===== config.mk =====
export PLATFORM = sky130hd
export DESIGN_NAME = usc_usart_ctrl
export DESIGN_NICKNAME = d
export VERILOG_FILES = /design/src/hdl/usc_pkg.sv /design/src/hdl/usc_usart_ctrl.sv
export SDC_FILE = /design/constraint.sdc
export NUM_CORES = 1
export LEC_CHECK = 0
export BUFFER_PORTS_ARGS = -buffer_cell sky130_fd_sc_hd__buf_4
export CORE_UTILIZATION = 52
export CTS_CLUSTER_SIZE = 40
export DETAILED_ROUTE_END_ITERATION = 8
export PLACE_DENSITY = 0.76
export SLEW_MARGIN = 20
export SYNTH_ARGS = -nofsm -noshare
export SYNTH_HDL_FRONTEND = slang
export SYNTH_SLANG_ARGS = --single-unit

===== constraint.sdc =====
create_clock -name clk_sys -period 2.6 [get_ports clk_sys]
set_input_delay 0.39 -clock clk_sys [delete_from_list [all_inputs] [get_ports clk_sys]]
set_output_delay 0.39 -clock clk_sys [all_outputs]
set_load 0.05 [all_outputs]

===== src/hdl/usc_pkg.sv =====
// Purpose: USART clock and control constants
// Assumes: classic Wishbone slave, register data in the low byte
// Notes:   byte address of a register is four times its index
package usc_pkg;
   // ----------------------------------------
   // Register indices
   // ----------------------------------------
   localparam logic [7:0] IDX_CTRL_A  = 8'hC0;
   localparam logic [7:0] IDX_CTRL_B  = 8'hC1;
   localparam logic [7:0] IDX_CTRL_C  = 8'hC2;
   localparam logic [7:0] IDX_DIV_LO  = 8'hC4;
   localparam logic [7:0] IDX_DIV_HI  = 8'hC5;
   localparam logic [7:0] IDX_DATA    = 8'hC6;
   localparam logic [7:0] IDX_PIN     = 8'hC7;
   localparam logic [7:0] IDX_INT_ST  = 8'hC8;
   localparam logic [7:0] IDX_INT_MSK = 8'hC9;
   // ----------------------------------------
   // Reset values and fields
   // ----------------------------------------
   localparam logic [6:0] RST_CTRL_C  = 7'h06;
   localparam int BIT_RECEIVER_ENABLE_BIT = 4;
   localparam int BIT_TRANSMITTER_ENABLE_BIT = 3;
   localparam int BIT_CSZ2 = 2;
   localparam int BIT_TX9  = 0;
   localparam int BIT_DBL  = 1;
   localparam int BIT_XDIR = 0;
   localparam int IRQ_RXC  = 0;
   localparam int IRQ_TXC  = 1;
   localparam int IRQ_EMP  = 2;
   localparam logic [1:0] MODE_ASYNC = 2'h0;
   localparam logic [1:0] MODE_SYNC  = 2'h1;
   // ----------------------------------------
   // Divide counts
   // ----------------------------------------
   localparam logic [4:0] DIV_NORMAL = 5'h10;
   localparam logic [4:0] DIV_DOUBLE = 5'h08;
   localparam logic [4:0] DIV_SYNC   = 5'h02;
   typedef enum logic [2:0] {RX_IDLE = 3'h0, RX_START = 3'h1, RX_DATA = 3'h2,
      RX_PAR = 3'h3, RX_STOP = 3'h4} usc_rx_e;
   typedef enum logic [2:0] {TX_IDLE = 3'h0, TX_DATA = 3'h1, TX_PAR = 3'h2,
      TX_STOP1 = 3'h3, TX_STOP2 = 3'h4, TX_END = 3'h5} usc_tx_e;
endpackage


===== src/hdl/usc_usart_ctrl.sv =====
// Purpose: USART clock generation, enables and frame control
// Assumes: one clock, synchronous reset, classic Wishbone registers
// Notes:   receive pin owned only while its enable holds; transmit pin until the transmitter drains; clock pin in sync master
//
// The Wishbone register port was decided locally.
`timescale 1ns/100ps
module usc_usart_ctrl
   import usc_pkg::*;
(
   input  wire logic        clk_sys,
   input  wire logic        reset,
   input  wire logic        wb_cyc_i,
   input  wire logic        wb_stb_i,
   input  wire logic        wb_we_i,
   input  wire logic [9:0]  wb_adr_i,
   input  wire logic [3:0]  wb_sel_i,
   input  wire logic [31:0] wb_dat_i,
   output logic      [31:0] wb_dat_o,
   output logic             wb_ack_o,
   output logic             irq,
   output logic             txd_out,
   output logic             txd_oe,
   input  wire logic        rxd_in,
   output logic             rxd_owned,
   input  wire logic        xck_in,
   output logic             xck_out,
   output logic             xck_oe
);
   logic [7:0]  idx;
   logic [7:0]  wdat;
   logic        req;
   logic        wr;
   logic        rd;
   logic [7:0]  rd_val;
   logic        dbl_reg;
   logic        receiver_enable_bit_reg;
   logic        transmitter_enable_bit_reg;
   logic        csz2_reg;
   logic        tx9_reg;
   logic        xdir_reg;
   logic [6:0]  ctrl_c_reg;
   logic [7:0]  div_lo_reg;
   logic [3:0]  div_hi_reg;
   logic [2:0]  int_st_reg;
   logic [2:0]  int_msk_reg;
   logic [2:0]  ev;
   logic [11:0] baud_cnt_reg;
   logic [11:0] divisor;
   logic        baud_pulse;
   logic [1:0]  mode;
   logic        async_m;
   logic        sync_m;
   logic        master_m;
   logic        int_clk;
   logic [4:0]  lim;
   logic [3:0]  ph_reg;
   logic        ph_last;
   logic [2:0]  xs_reg;
   logic [1:0]  rs_reg;
   logic        rxd;
   logic        x_rise;
   logic        x_fall;
   logic        launch;
   logic        capture;
   logic        tx_tick;
   logic [3:0]  nbits;
   logic        par_en;
   logic        odd;
   logic        xoe_reg;
   // Receiver
   usc_rx_e     rx_st_reg;
   logic [3:0]  rx_cnt_reg;
   logic [3:0]  rx_bit_reg;
   logic [8:0]  rx_sh_reg;
   logic        rx_par_reg;
   logic        rx_perr_reg;
   logic        rx_sample;
   logic        rx_done;
   logic        rx_take;
   logic [8:0]  rx_buf_reg;
   logic        rx_full_reg;
   logic        fe_reg;
   logic        dor_reg;
   logic        upe_reg;
   // Transmitter
   usc_tx_e     tx_st_reg;
   logic [8:0]  tx_buf_reg;
   logic        tx_full_reg;
   logic [8:0]  tx_sh_reg;
   logic [3:0]  tx_bit_reg;
   logic        tx_par_reg;
   logic        txd_reg;
   logic        tx_busy;
   logic        tx_load;
   logic        tx_fin;
   logic        tx_wr;

   // ----------------------------------------
   // Wishbone slave
   // ----------------------------------------
   assign idx  = wb_adr_i[9:2];
   assign wdat = wb_dat_i[7:0];
   assign req  = wb_cyc_i & wb_stb_i & ~wb_ack_o;
   assign wr   = req & wb_we_i & wb_sel_i[0];
   assign rd   = req & ~wb_we_i;

   always_comb
   begin
      rd_val = 8'h00;
      if (idx == IDX_CTRL_A)
         rd_val = {rx_full_reg, ~tx_busy & ~tx_full_reg, ~tx_full_reg,
                   fe_reg, dor_reg, upe_reg, dbl_reg, 1'b0};
      else if (idx == IDX_CTRL_B)
         rd_val = {3'h0, receiver_enable_bit_reg, transmitter_enable_bit_reg, csz2_reg, rx_buf_reg[8], tx9_reg};
      else if (idx == IDX_CTRL_C)
         rd_val = {1'b0, ctrl_c_reg};
      else if (idx == IDX_DIV_LO)
         rd_val = div_lo_reg;
      else if (idx == IDX_DIV_HI)
         rd_val = {4'h0, div_hi_reg};
      else if (idx == IDX_DATA)
         rd_val = rx_buf_reg[7:0];
      else if (idx == IDX_PIN)
         rd_val = {7'h00, xdir_reg};
      else if (idx == IDX_INT_ST)
         rd_val = {5'h00, int_st_reg};
      else if (idx == IDX_INT_MSK)
         rd_val = {5'h00, int_msk_reg};
   end

   always_ff @(posedge clk_sys)
   begin
      if (reset)
      begin
         wb_ack_o <= 1'b0;
         wb_dat_o <= 32'h0000_0000;
      end
      else
      begin
         wb_ack_o <= req;
         if (rd)
            wb_dat_o <= {24'h00_0000, rd_val};
      end
   end

   // Control registers
   always_ff @(posedge clk_sys)
   begin
      if (reset)
      begin
         dbl_reg     <= 1'b0;
         receiver_enable_bit_reg    <= 1'b0;
         transmitter_enable_bit_reg    <= 1'b0;
         csz2_reg    <= 1'b0;
         tx9_reg     <= 1'b0;
         xdir_reg    <= 1'b0;
         ctrl_c_reg  <= RST_CTRL_C;
         div_lo_reg  <= 8'h00;
         div_hi_reg  <= 4'h0;
         int_msk_reg <= 3'h0;
      end
      else if (wr)
      begin
         if (idx == IDX_CTRL_A)
            dbl_reg <= wdat[BIT_DBL];
         else if (idx == IDX_CTRL_B)
         begin
            receiver_enable_bit_reg <= wdat[BIT_RECEIVER_ENABLE_BIT];
            transmitter_enable_bit_reg <= wdat[BIT_TRANSMITTER_ENABLE_BIT];
            csz2_reg <= wdat[BIT_CSZ2];
            tx9_reg  <= wdat[BIT_TX9];
         end
         else if (idx == IDX_CTRL_C)
            ctrl_c_reg <= wdat[6:0];
         else if (idx == IDX_DIV_LO)
            div_lo_reg <= wdat;
         else if (idx == IDX_DIV_HI)
            div_hi_reg <= wdat[3:0];
         else if (idx == IDX_PIN)
            xdir_reg <= wdat[BIT_XDIR];
         else if (idx == IDX_INT_MSK)
            int_msk_reg <= wdat[2:0];
      end
   end

   // ----------------------------------------
   // Mode decode
   // ----------------------------------------
   // mode field encoding
   assign mode     = {1'b0, ctrl_c_reg[6]};
   assign async_m  = (mode == MODE_ASYNC);
   assign sync_m   = (mode == MODE_SYNC);
   assign master_m = sync_m & xdir_reg;
   assign int_clk  = async_m | master_m;
   assign lim      = sync_m ? DIV_SYNC : (dbl_reg ? DIV_DOUBLE : DIV_NORMAL);
   assign nbits    = csz2_reg ? 4'h9 : 4'h5 + {2'b00, ctrl_c_reg[2:1]};
   assign par_en   = ctrl_c_reg[5];
   assign odd      = ctrl_c_reg[4];

   // ----------------------------------------
   // Baud rate generator
   // ----------------------------------------
   // twelve-bit divisor
   assign divisor    = {div_hi_reg, div_lo_reg};
   assign baud_pulse = (baud_cnt_reg == 12'h000);

   always_ff @(posedge clk_sys)
   begin
      if (reset)
         baud_cnt_reg <= 12'h000;
      else if (wr && idx == IDX_DIV_LO)
         baud_cnt_reg <= {div_hi_reg, wdat};
      else if (baud_pulse)
         baud_cnt_reg <= divisor;
      else
         baud_cnt_reg <= baud_cnt_reg - 12'h001;
   end

   assign ph_last = ({1'b0, ph_reg} >= lim - 5'h01);

   always_ff @(posedge clk_sys)
   begin
      if (reset)
         ph_reg <= 4'h0;
      else if (!int_clk)
         ph_reg <= 4'h0;
      else if (baud_pulse)
         ph_reg <= ph_last ? 4'h0 : ph_reg + 4'h1;
   end

   // ----------------------------------------
   // Transfer clock and pin sync
   // ----------------------------------------
   always_ff @(posedge clk_sys)
   begin
      if (reset)
      begin
         xs_reg  <= 3'h0;
         rs_reg  <= 2'h3;
         xoe_reg <= 1'b0;
      end
      else
      begin
         xs_reg  <= {xs_reg[1:0], xck_in};
         rs_reg  <= {rs_reg[0], rxd_in};
         // pin driven only in sync master
         xoe_reg <= master_m;
      end
   end

   assign rxd     = rs_reg[1];
   assign x_rise  = xs_reg[1] & ~xs_reg[2];
   assign x_fall  = ~xs_reg[1] & xs_reg[2];
   // slave edges follow the pin, master edges the divider
   assign launch  = ctrl_c_reg[0] ? x_fall : x_rise;
   assign capture = master_m ? (baud_pulse & ph_reg == 4'h0)
                             : (ctrl_c_reg[0] ? x_rise : x_fall);
   assign tx_tick = int_clk ? (baud_pulse & ph_last) : (sync_m & launch);
   assign xck_out = ~ph_reg[0] ^ ctrl_c_reg[0];
   assign xck_oe  = xoe_reg;

   // ----------------------------------------
   // Receiver
   // ----------------------------------------
   // sample from generator states, or from pin edges in sync slave
   always_comb
   begin
      rx_sample = 1'b0;
      if (sync_m)
         rx_sample = capture;
      else if (async_m && baud_pulse && rx_st_reg != RX_IDLE)
      begin
         if (rx_st_reg == RX_START)
            rx_sample = ({1'b0, rx_cnt_reg} == (lim >> 1) - 5'h01);
         else
            rx_sample = ({1'b0, rx_cnt_reg} == lim - 5'h01);
      end
   end

   assign rx_done = (rx_st_reg == RX_STOP) & rx_sample;
   assign rx_take = rd & (idx == IDX_DATA);

   always_ff @(posedge clk_sys)
   begin
      if (reset || !receiver_enable_bit_reg)
      begin
         rx_st_reg   <= RX_IDLE;
         rx_cnt_reg  <= 4'h0;
         rx_bit_reg  <= 4'h0;
         rx_sh_reg   <= 9'h000;
         rx_par_reg  <= 1'b0;
         rx_perr_reg <= 1'b0;
      end
      else
      begin
         if (baud_pulse)
            rx_cnt_reg <= (rx_st_reg == RX_IDLE || rx_sample) ? 4'h0
                                                              : rx_cnt_reg + 4'h1;
         case (rx_st_reg)
            RX_IDLE:
            begin
               rx_bit_reg <= 4'h0;
               rx_par_reg <= odd;
               if (async_m && baud_pulse && !rxd)
                  rx_st_reg <= RX_START;
               else if (sync_m && rx_sample && !rxd)
                  rx_st_reg <= RX_DATA;
            end
            RX_START:
               if (rx_sample)
                  rx_st_reg <= rxd ? RX_IDLE : RX_DATA;
            RX_DATA:
               if (rx_sample)
               begin
                  rx_sh_reg  <= {rxd, rx_sh_reg[8:1]};
                  rx_par_reg <= rx_par_reg ^ rxd;
                  rx_bit_reg <= rx_bit_reg + 4'h1;
                  if (rx_bit_reg == nbits - 4'h1)
                     rx_st_reg <= par_en ? RX_PAR : RX_STOP;
               end
            RX_PAR:
               if (rx_sample)
               begin
                  rx_perr_reg <= rx_par_reg ^ rxd;
                  rx_st_reg   <= RX_STOP;
               end
            RX_STOP:
               if (rx_sample)
               begin
                  rx_perr_reg <= 1'b0;
                  rx_st_reg   <= RX_IDLE;
               end
            default:
               rx_st_reg <= RX_IDLE;
         endcase
      end
   end

   always_ff @(posedge clk_sys)
   begin
      if (reset || !receiver_enable_bit_reg)
      begin
         rx_buf_reg  <= 9'h000;
         rx_full_reg <= 1'b0;
         fe_reg      <= 1'b0;
         dor_reg     <= 1'b0;
         upe_reg     <= 1'b0;
      end
      else if (rx_done && rx_full_reg && !rx_take)
         dor_reg <= 1'b1;
      else if (rx_done)
      begin
         // align word, ninth bit on top
         rx_buf_reg  <= rx_sh_reg >> (4'h9 - nbits);
         rx_full_reg <= 1'b1;
         fe_reg      <= ~rxd;
         upe_reg     <= rx_perr_reg;
         dor_reg     <= 1'b0;
      end
      else if (rx_take)
      begin
         rx_full_reg <= 1'b0;
         dor_reg     <= 1'b0;
      end
   end

   assign rxd_owned = receiver_enable_bit_reg;

   // ----------------------------------------
   // Transmitter
   // ----------------------------------------
   assign tx_busy = (tx_st_reg != TX_IDLE);
   assign tx_load = (tx_st_reg == TX_IDLE) & tx_tick & tx_full_reg;
   assign tx_fin  = (tx_st_reg == TX_END) & tx_tick;
   // ninth bit joins data on write
   assign tx_wr   = wr & (idx == IDX_DATA) & transmitter_enable_bit_reg & ~tx_full_reg;

   always_ff @(posedge clk_sys)
   begin
      if (reset)
      begin
         tx_buf_reg  <= 9'h000;
         tx_full_reg <= 1'b0;
      end
      else if (tx_wr)
      begin
         tx_buf_reg  <= {tx9_reg, wdat};
         tx_full_reg <= 1'b1;
      end
      else if (tx_load)
         tx_full_reg <= 1'b0;
   end

   always_ff @(posedge clk_sys)
   begin
      if (reset)
      begin
         tx_st_reg  <= TX_IDLE;
         tx_sh_reg  <= 9'h000;
         tx_bit_reg <= 4'h0;
         tx_par_reg <= 1'b0;
         txd_reg    <= 1'b1;
      end
      else if (tx_tick)
      begin
         case (tx_st_reg)
            TX_IDLE:
               if (tx_full_reg)
               begin
                  txd_reg    <= 1'b0;
                  tx_sh_reg  <= tx_buf_reg;
                  tx_bit_reg <= 4'h0;
                  tx_par_reg <= odd;
                  tx_st_reg  <= TX_DATA;
               end
            TX_DATA:
            begin
               txd_reg    <= tx_sh_reg[0];
               tx_sh_reg  <= {1'b0, tx_sh_reg[8:1]};
               tx_par_reg <= tx_par_reg ^ tx_sh_reg[0];
               tx_bit_reg <= tx_bit_reg + 4'h1;
               if (tx_bit_reg == nbits - 4'h1)
                  tx_st_reg <= par_en ? TX_PAR : TX_STOP1;
            end
            TX_PAR:
            begin
               txd_reg   <= tx_par_reg;
               tx_st_reg <= TX_STOP1;
            end
            TX_STOP1:
            begin
               txd_reg   <= 1'b1;
               tx_st_reg <= ctrl_c_reg[3] ? TX_STOP2 : TX_END;
            end
            TX_STOP2:
               tx_st_reg <= TX_END;
            TX_END:
               tx_st_reg <= TX_IDLE;
            default:
               tx_st_reg <= TX_IDLE;
         endcase
      end
   end

   assign txd_out = txd_reg;
   // pin held until shifter and buffer drain
   assign txd_oe  = transmitter_enable_bit_reg | tx_busy | tx_full_reg;

   // ----------------------------------------
   // Interrupts
   // ----------------------------------------
   assign ev = {tx_load, tx_fin & ~tx_full_reg, rx_done & ~rx_full_reg};

   always_ff @(posedge clk_sys)
   begin
      if (reset)
         int_st_reg <= 3'h0;
      else if (wr && idx == IDX_INT_ST)
         int_st_reg <= (int_st_reg & ~wdat[2:0]) | ev;
      else
         int_st_reg <= int_st_reg | ev;
   end

   assign irq = |(int_st_reg & int_msk_reg);

   // ----------------------------------------
   // Checks
   // ----------------------------------------
   logic [12:0] gap_reg;
   logic        gap_ok_reg;
   logic [4:0]  pc_reg;
   logic        pc_ok_reg;

   always_ff @(posedge clk_sys)
   begin
      if (reset)
      begin
         gap_reg    <= 13'h0000;
         gap_ok_reg <= 1'b0;
         pc_reg     <= 5'h00;
         pc_ok_reg  <= 1'b0;
      end
      else
      begin
         gap_reg    <= baud_pulse ? 13'h0001 : gap_reg + 13'h0001;
         gap_ok_reg <= (baud_pulse | gap_ok_reg) & ~wr;
         if (tx_tick)
            pc_reg <= 5'h00;
         else if (baud_pulse)
            pc_reg <= pc_reg + 5'h01;
         pc_ok_reg  <= (tx_tick | pc_ok_reg) & ~wr;
      end
   end

   AST_BAUD_RELOAD:
   assert property (@(posedge clk_sys) disable iff (reset)
      baud_pulse && !(wr && idx == IDX_DIV_LO) |=> baud_cnt_reg == $past(divisor))
   else $error("counter did not reload divisor at zero");

   AST_LOW_RELOAD:
   assert property (@(posedge clk_sys) disable iff (reset)
      wr && idx == IDX_DIV_LO |=> baud_cnt_reg == {div_hi_reg, div_lo_reg})
   else $error("counter did not reload on low divisor write");

   AST_BAUD_RATE:
   assert property (@(posedge clk_sys) disable iff (reset)
      baud_pulse && gap_ok_reg |-> gap_reg == {1'b0, divisor} + 13'h0001)
   else $error("generator period is not divisor plus one");

   AST_TX_DIVIDE:
   assert property (@(posedge clk_sys) disable iff (reset)
      tx_tick && int_clk && pc_ok_reg |-> pc_reg + 5'h01 == lim)
   else $error("transmit tick spacing does not match mode");

   AST_TX_RELEASE:
   assert property (@(posedge clk_sys) disable iff (reset)
      $fell(txd_oe) |-> $past(!tx_full_reg && (!tx_busy || tx_fin)))
   else $error("transmit pin released with data pending");

   AST_RX_FLUSH:
   assert property (@(posedge clk_sys) disable iff (reset)
      $fell(receiver_enable_bit_reg) |=> !rx_full_reg && !fe_reg && !dor_reg && !upe_reg)
   else $error("receiver disable left buffer or flags");

   AST_RX_OWN:
   assert property (@(posedge clk_sys) disable iff (reset)
      $rose(rxd_owned) |-> $past(wr && idx == IDX_CTRL_B && wdat[BIT_RECEIVER_ENABLE_BIT]))
   else $error("receive pin taken without enable write");

   AST_XCK_ASYNC:
   assert property (@(posedge clk_sys) disable iff (reset)
      !sync_m ##1 !sync_m |-> !xck_oe)
   else $error("transfer clock driven outside sync mode");

   AST_XCK_MASTER:
   assert property (@(posedge clk_sys) disable iff (reset)
      master_m && $past(master_m) && $changed(xck_out) |-> $past(baud_pulse) || $changed(ctrl_c_reg))
   else $error("master clock moved without generator pulse");

   AST_TX_NINTH:
   assert property (@(posedge clk_sys) disable iff (reset)
      tx_wr |=> tx_full_reg && tx_buf_reg[8] == $past(tx9_reg))
   else $error("ninth transmit bit not captured with data");
endmodule


==> metrics.md, run 1 <==
| Metric | Value |
|---|---|
| PnR worst setup slack | 0.131 ns |
| Type of the tightest min-delay check | in2reg |
| Ratio of routed vias to standard cells | 5.74 |
| DP Cell Count | 1014 |
| Number of max-slew violations in the final report | 0 |
| Maximum number of pins on one net before global-route repair | 67 |
| Area leader, netlist | sky130_fd_sc_hd__dfxtp_1 |
| Number of clock sinks | 125 |
| Relative slew slack | 64.3% |
| Leftover overflow at the end of global routing | 0 |
| Global-route wire length before repair | 26900 µm |
| Relative contribution of sequential cells to total power | 38.0% |
| Final net count | 930 |
| Peak clock frequency supported by timing | 0.405 GHz |
| P_sw | 1550 µW |
| Skew-Pair Late Insertion Delay | 0.43 ns |
| Buffers on Ports | 38 |
| All-layer global routing usage | 26.3% |
| Top cell type's share of synthesized area | 37.3% |
| Dpl hpwl | 11600 µm |
| Clock Skews | 0.00505 ns |
| Leading post-synthesis cells by cell area | sky130_fd_sc_hd__dfxtp_1 37%, sky130_fd_sc_hd__mux2i_1 7.0%, sky130_fd_sc_hd__a21oi_1 5.5% |
| Area added between synthesis and finish | 16.5% |
| Number of antenna violations at the first check in global routing | 0 |
| Number of flip-flops under the largest register name | 12 |
| Peak ir drop on the vdd network | 0.764 mV |
| Post-synthesis sequential element count | 125 |
| Data required time at the worst endpoint | 2.96 ns |
| Die extent in x | 116 µm |
| CTS HTree Levels | 4 |
| Proportion of register bits with asynchronous set or reset after synthesis | 0% |
| Share of synthesized area occupied by flip-flops and latches | 37.3% |
| Placement Rows | 41 |
| Top-level I/O count | 92 |
| Routed Wire Length | 16800 µm |
| Total vias in the final route | 6013 |
| Net switching share of the total power | 28.3% |
| Setup slack after placement | 0.0806 ns |
| Core area | 12600 µm² |
| Storage cell area | 2500 µm² |
| Worst Hold Depth | 2 |
| Clock slew seen by the registers of the worst setup and hold paths | 0.05 ns |
| Worst r2r src | baud_cnt_reg[9]$_SDFF_PP0_ |
| Cell leakage power | 0.00282 µW |
| Unique masters post-synth | 73 |
| Average routed wire per standard cell | 16.1 µm |
| Number of antenna diodes | 0 |
| Hold-fix buffer count after cts | 0 |
| Hold violation count in the final report | 0 |
| Area enclosed by the die boundary | 13300 µm² |
| DRC violations left | 0 |
| Signal arrival time at the worst endpoint | 2.83 ns |
| Worst-Margin Slew | 0.535 ns |
| Period Utilization, post-route | 95.0% |
| Number of flops mapped to enable cells by yosys | 0 |
| Iteration-0 DRC Markers | 382 |
| Most used DFF post-synth | sky130_fd_sc_hd__dfxtp_1 |
| Reg2Reg Setup Slack | 0.13 ns |
| Worst-case hold slack | 0.146 ns |
| Instance area at placement | 7180 µm² |
| Time the final worst path needs with I/O delays and setup | 2.47 ns |
| Filler cell count | 1101 |
| RSZ-0062 raised after global routing | yes |
| Kind of critical path | reg2reg |
| Number of standard cells after synthesis | 821 |
| Result of the run | finished, final reports clean |
| Yosys warnings | 0 |
| Final number of setup-violating endpoints | 0 |
| Power share of the combinational group | 18.9% |
| Post-route cell area | 7810 µm² |
| Via count of the first global-routing pass | 5303 |
| Die Y | 116 µm |
| Clock tree from TritonCTS | yes |
| Final total power | 5460 µW |
| Crit. End Element | flop |
| Filler-free cell count of the finished design | 1048 |
| Total area of multi-input combinational cells | 3850 µm² |
| Post-synthesis instance area | 6700 µm² |
| Clock share of power | 43.1% |
| Detailed-router iteration count before antenna repair | 5 |
| Max-cap viol count | 0 |
| Post-route antenna net violation count | 0 |
| Capture endpoint of the worst hold path | rs_reg[0]$_SDFF_PP1_ |
| Maximum number of buffers from clock root to sink | 2 |
| Nature of the critical path startpoint | flop |
| Initial cell density of the core | 53.3% |
| Number of buffers created by CTS | 17 |
| PwrDens | 700 nW/µm² |
| Start point of the worst min-delay path | rxd_in |
| Fraction of final layout cells with drive strength greater than 1 | 15.4% |
| Maximum fanout along the worst path | 6 |
| CTS Root Cell | sky130_fd_sc_hd__clkbuf_16 |
| FF-to-FF path depth | 9 |
| Global placement routability congestion | 0.841 |
| Cell internal power dissipation | 3920 µW |
| Avg Cell Area, Syn | 8.16 µm² |
| Capturing point of the worst reg2reg path | rx_st_reg[2]$_SDFFE_PP0P_ |
## per-stage QoR
| stage | utilization, % | setup TNS [ns] |
|---|---|---|
| after floorplan | - | 0 |
| after global placement | 57.1 | 0 |
| after detailed placement | 57.1 | 0 |
| after CTS | 61.8 | 0 |
| after global routing | 62.1 | -0.0479 |
| final | 62.1 | 0 |
## critical path, cell delays in order, from the launching register on
cell and delay [ns]:
sky130_fd_sc_hd__dfxtp_1 0.31, sky130_fd_sc_hd__nor4_1 0.46, sky130_fd_sc_hd__nand4_1 0.20, sky130_fd_sc_hd__buf_4 0.21, sky130_fd_sc_hd__buf_4 0.15, sky130_fd_sc_hd__nor3_1 0.28, sky130_fd_sc_hd__a21bo_2 0.19, sky130_fd_sc_hd__o211ai_1 0.17
sky130_fd_sc_hd__a211o_1 0.28, sky130_fd_sc_hd__a21oi_1 0.14
## cells in the mapped netlist (11+ instances only)
cell type	count
sky130_fd_sc_hd__clkbuf_1	38
sky130_fd_sc_hd__a211oi_1	15
sky130_fd_sc_hd__o21ai_0	22
sky130_fd_sc_hd__a21oi_1	73
sky130_fd_sc_hd__mux2i_1	47
sky130_fd_sc_hd__xnor2_1	14
sky130_fd_sc_hd__nand2b_1	11
sky130_fd_sc_hd__dfxtp_1	125
sky130_fd_sc_hd__nor3_1	22
sky130_fd_sc_hd__nor2_1	95
sky130_fd_sc_hd__inv_1	19
sky130_fd_sc_hd__buf_4	25
sky130_fd_sc_hd__nor2b_1	13
sky130_fd_sc_hd__nand3_1	37
sky130_fd_sc_hd__a22oi_1	12
sky130_fd_sc_hd__nand2_1	92
sky130_fd_sc_hd__ha_1	14
## layer usage
layer / vias to the layer above / GRT usage (%) / wire (µm)
met3: 30 / 5.86 / 1040
met2: 194 / 42.0 / 7980
met4: 0 / 11.9 / 342
met5: - / 0 / 0
met1: 2835 / 34.0 / 7490
li1: 2954 / - / -
## cells by family (layout without fill, tap and decap cells)
logic type	Yosys count	count (layout)	share of synthesized area, %
adder cells (fa/ha/maj)	14	14	2.61
flip-flops	125	125	37.3
AND/OR/NAND/NOR	333	333	24.7
buffers and inverters	96	128	7.06
AO/OA/AOI/OAI	178	178	17.0
other	1	24	0.0559
multiplexers	51	51	8.19
XOR/XNOR	23	23	3.01
## worst max-delay path by stage
stage                                           from                   endpoint  slack [ns]  cells past startpoint
final                     baud_cnt_reg[9]$_SDFF_PP0_  rx_st_reg[2]$_SDFFE_PP0P_        0.13                      9
after global routing      ctrl_c_reg[2]$_SDFFE_PP1P_  tx_st_reg[1]$_SDFFE_PP0P_       -0.05                     10
after CTS                 baud_cnt_reg[9]$_SDFF_PP0_  tx_sh_reg[2]$_SDFFE_PP0P_        0.05                      6
after detailed placement  baud_cnt_reg[9]$_SDFF_PP0_  tx_sh_reg[2]$_SDFFE_PP0P_        0.08                      6
after global placement    baud_cnt_reg[9]$_SDFF_PP0_  tx_sh_reg[5]$_SDFFE_PP0P_         0.1                      6
after floorplan                csz2_reg$_SDFFE_PP0P_  rx_st_reg[2]$_SDFFE_PP0P_        0.14                     12
## timing repair
item	4_1_cts	5_1_grt
endpoints found under the setup margin	0	18
resized for setup	0	8
setup buffers	0	2
## area by class of cell
class | instances | area share [%]
timing repair buffer | 76 | 7.47
clock inverter | 6 | 1.06
multi-input combinational | 623 | 49.3
inverter | 20 | 0.962
sequential | 125 | 32.1
clock buffer | 26 | 6.39
tap | 172 | 2.76
## power by group through the flow
stage | sequential [µW] | clock (µW) | combinational [µW]
2_1_floorplan | 2130 | 0 | 734
3_3_place_gp | 2110 | 0 | 967
3_5_place_dp | 2120 | 0 | 989
4_1_cts | 2080 | 2370 | 1000
5_1_grt | 2090 | 2450 | 1120
6_report | 2080 | 2350 | 1030
## layout by cell type (no fill, tap or decap), drive strengths merged, types with 4 or more instances in the layout
cell type    n
dfxtp      125
nor2        98
nand2       92
buf         76
a21oi       73
mux2i       47
nand3       37
clkbuf      26
conb        24
nor3        23
o21ai       22
inv         19
a211oi      15
xnor2       14
ha          14
nor2b       13
a22oi       12
nand2b      11
xor2         9
o211ai       9
nand3b       8
or2          8
nor4         8
or3          7
nand4        6
o22ai        5
a31oi        5
a211o        4
or4          4
a221oi       4
a21o         4
nor3b        4
clkinv       4
(Power assumes the default switching activity.)
==> run 2, diff against run 1 <==
==> constraint.sdc (replaced) <==
create_clock -name clk_sys -period 2.18 [get_ports clk_sys]
set_input_delay 0.327 -clock clk_sys [delete_from_list [all_inputs] [get_ports clk_sys]]
set_output_delay 0.327 -clock clk_sys [all_outputs]
set_load 0.05 [all_outputs]
==> metrics.md, run 2 (synthesis results as in run 1) <==
| Metric | Value |
|---|---|
| PnR worst setup slack | -0.117 ns (was 0.131 ns) |
| Initial cell density of the core | 53.3% (unchanged) |
| Capturing point of the worst reg2reg path | tx_st_reg[1]$_SDFFE_PP0P_ (was rx_st_reg[2]$_SDFFE_PP0P_) |
| Detailed-router iteration count before antenna repair | 7 (was 5) |
| Placement Rows | 41 (unchanged) |
| Nature of the critical path startpoint | flop (unchanged) |
| Clock share of power | 42.0% (was 43.1%) |
| Cell leakage power | 0.00320 µW (was 0.00282 µW) |
| Top-level I/O count | 92 (unchanged) |
| Result of the run | complete, but fails checks (was finished, final reports clean) |
| Time the final worst path needs with I/O delays and setup | 2.30 ns (was 2.47 ns) |
| Signal arrival time at the worst endpoint | 2.65 ns (was 2.83 ns) |
| Most common cell after layout, fill and taps aside | sky130_fd_sc_hd__buf_4 (was sky130_fd_sc_hd__dfxtp_1) |
| Number of antenna diodes | 0 (unchanged) |
| Top sig layer | met4 (unchanged) |
| Met3 wire length | 958 µm (was 1040 µm) |
| Power share of the combinational group | 22.5% (was 18.9%) |
| Met2 wirelength from detailed routing | 9090 µm (was 7980 µm) |
| Worst Hold Depth | 2 (unchanged) |
| Via count of the first global-routing pass | 5867 (was 5303) |
| Worst-Margin Slew | 0.526 ns (was 0.535 ns) |
| Clock Skews | 0.00719 ns (was 0.00505 ns) |
| RSZ-0062 raised after global routing | yes (unchanged) |
| Dpl hpwl | 12400 µm (was 11600 µm) |
| Maximum number of pins on one net before global-route repair | 58 (was 67) |
| Die extent in x | 116 µm (unchanged) |
| FF-to-FF path depth | 10 (was 9) |
| Average routed wire per standard cell | 16.8 µm (was 16.1 µm) |
| Clock slew seen by the registers of the worst setup and hold paths | 0.06 ns (was 0.05 ns) |
| P_sw | 1970 µW (was 1550 µW) |
| Area added between synthesis and finish | 28.9% (was 16.5%) |
| CTS Root Cell | sky130_fd_sc_hd__clkbuf_16 (unchanged) |
| Maximum number of buffers from clock root to sink | 2 (unchanged) |
| Net switching share of the total power | 28.2% (was 28.3%) |
| Iteration-0 DRC Markers | 504 (was 382) |
| Setup slack after placement | -0.168 ns (was 0.0806 ns) |
| Peak ir drop on the vdd network | 0.629 mV (was 0.764 mV) |
| Top library cells by usage in the layout, fill and taps aside | 122 x sky130_fd_sc_hd__buf_4, 115 x sky130_fd_sc_hd__dfxtp_1, 89 x sky130_fd_sc_hd__nand2_1, 88 x sky130_fd_sc_hd__nor2_1, 67 x sky130_fd_sc_hd__a21oi_1 (was 125 x sky130_fd_sc_hd__dfxtp_1, 95 x sky130_fd_sc_hd__nor2_1, 92 x sky130_fd_sc_hd__nand2_1, 75 x sky130_fd_sc_hd__buf_4, 72 x sky130_fd_sc_hd__a21oi_1) |
| Worst r2r src | ctrl_c_reg[1]$_SDFFE_PP1P_ (was baud_cnt_reg[9]$_SDFF_PP0_) |
| Number of antenna violations at the first check in global routing | 0 (unchanged) |
| Ratio of routed vias to standard cells | 5.73 (was 5.74) |
| Period Utilization, post-route | 105% (was 95.0%) |
| Total vias in the final route | 6340 (was 6013) |
| All-layer global routing usage | 28.5% (was 26.3%) |
| Number of clock sinks | 125 (unchanged) |
| Relative contribution of sequential cells to total power | 35.4% (was 38.0%) |
| Leftover overflow at the end of global routing | 0 (unchanged) |
| Routed Wire Length | 18600 µm (was 16800 µm) |
| Global placement routability congestion | 0.885 (was 0.841) |
| PwrDens | 807 nW/µm² (was 700 nW/µm²) |
| Relative slew slack | 64.8% (was 64.3%) |
| Skew-Pair Late Insertion Delay | 0.42 ns (was 0.43 ns) |
| Max-cap viol count | 0 (unchanged) |
| Core area | 12600 µm² (unchanged) |
| Clock tree from TritonCTS | yes (unchanged) |
| Maximum fanout along the worst path | 4 (was 6) |
| Total area of multi-input combinational cells | 4140 µm² (was 3850 µm²) |
| Crit. End Element | flop (unchanged) |
| Total Neg Setup Slack | -0.555 ns (was 0 ns) |
| Final number of setup-violating endpoints | 9 (was 0) |
| Reg2Reg Setup Slack | -0.12 ns (was 0.13 ns) |
| Capture endpoint of the worst hold path | rs_reg[0]$_SDFF_PP1_ (unchanged) |
| Cell internal power dissipation | 5000 µW (was 3920 µW) |
| CTS HTree Levels | 4 (unchanged) |
| Final cell utilization of the core | 68.7% (was 62.1%) |
| Data required time at the worst endpoint | 2.53 ns (was 2.96 ns) |
| Buffers on Ports | 38 (unchanged) |
| Die Y | 116 µm (unchanged) |
| Peak clock frequency supported by timing | 0.435 GHz (was 0.405 GHz) |
| Final net count | 989 (was 930) |
| Start point of the worst min-delay path | rxd_in (unchanged) |
| Number of max-slew violations in the final report | 0 (unchanged) |
| Number of buffers created by CTS | 17 (unchanged) |
| DRC violations left | 0 (unchanged) |
| Crit-path max cell delay | 0.46 ns (about the same) |
| Type of the tightest min-delay check | in2reg (unchanged) |
| Area enclosed by the die boundary | 13300 µm² (unchanged) |
| DRT met1 WL | 7960 µm (was 7490 µm) |
| Fraction of final layout cells with drive strength greater than 1 | 27.2% (was 15.4%) |
| Number of flip-flops under the largest register name | 12 (unchanged) |
| Storage cell area | 2520 µm² (was 2500 µm²) |
| Global-route wire length before repair | 29200 µm (was 26900 µm) |
| Filler cell count | 976 (was 1101) |
| Final total power | 6970 µW (was 5460 µW) |
| Crit-path cells | ha_4 -> nand2b_4 -> ha_2 -> inv_1 -> a211oi_4 -> nor2_1 -> xnor2_1 -> nand4_1 -> or4_1 -> a21oi_1 (was nor4_1 -> nand4_1 -> buf_4 -> buf_4 -> nor3_1 -> a21bo_2 -> o211ai_1 -> a211o_1 -> a21oi_1) |
| Max stage delay cell, worst path | sky130_fd_sc_hd__or4_1 (was sky130_fd_sc_hd__nor4_1) |
| Hold violation count in the final report | 0 (unchanged) |
| Post-route antenna net violation count | 0 (unchanged) |
| Kind of critical path | reg2reg (unchanged) |
| Violated checks | setup timing |
==> run 2: cell count changes in the layout (fill, tap and decap cells not counted), sizes merged <==
| cell | delta |
|---|---|
| buf | +59 |
| clkbuf | -5 |
| clkinvlp | +3 |
| bufinv | +1 |
| clkinv | +1 |
==> run 2: what timing repair did <==
action | in CTS | in global routing
gates resized for setup | 24 | 57
pin swaps | 23 | 34
cloned | 0 | 1
buffers inserted | 6 | 8
hold endpoints to repair | 0 | 0
hold buffers | 0 | 0
endpoints found under the setup margin | 31 | 41
==> run 2: power by group through the flow <==
stage          sequential [µW]  clock [µW]  combinational (µW)
2_1_floorplan             2540           0                 875
3_3_place_gp              2500           0                1300
3_5_place_dp              2500           0                1330
4_1_cts                   2460        2940                1430
5_1_grt                   2480        3070                1710
6_report                  2470        2930                1570
==> run 2: stage by stage <==
stage          hold WS, ns  area (µm²)  instances
2_1_floorplan        0.389        6830        844
3_3_place_gp         0.395        7580       1060
3_5_place_dp         0.398        7580       1060
4_1_cts             0.0809        8340       1098
5_1_grt             0.0755        8640       1107
6_report            0.0912        8640       1107
==> run 2: final cells by class <==
cell class	instances	area share [%]
Clock buffer	21	5.45
Clock inverter	11	1.62
Inverter	20	0.869
Multi-Input combinational cell	623	47.9
Sequential cell	125	29.2
Tap cell	172	2.49
Timing Repair Buffer	135	12.5
==> run 2: critical path: cells and delay by family, from the launching register on <==
family	cells	cell delay, ns
compound gates	2	0.35
fa+ha+maj	2	0.44
buf+inv	1	0.07
flops	1	0.33
xor+xnor	1	0.18
simple gates	4	0.85
==> run 2: worst max path at each step <==
stage                                          start                          end  cells after the start
after CTS                 ctrl_c_reg[1]$_SDFFE_PP1P_    tx_st_reg[1]$_SDFFE_PP0P_                     10
after detailed placement  baud_cnt_reg[2]$_SDFF_PP0_  baud_cnt_reg[11]$_SDFF_PP0_                      8
final                     ctrl_c_reg[1]$_SDFFE_PP1P_    tx_st_reg[1]$_SDFFE_PP0P_                     10
after floorplan                  wb_ack_o$_SDFF_PP0_  baud_cnt_reg[10]$_SDFF_PP0_                      7
after global placement    ctrl_c_reg[1]$_SDFFE_PP1P_    tx_st_reg[1]$_SDFFE_PP0P_                     10
after global routing      ctrl_c_reg[1]$_SDFFE_PP1P_    tx_st_reg[1]$_SDFFE_PP0P_                     10
==> run 2: layer usage <==
layer,vias up,global-route usage [%]
li1,3069,-
met1,3027,35.2
met2,191,47.3
met3,53,7.79
met4,0,11.2
met5,-,0
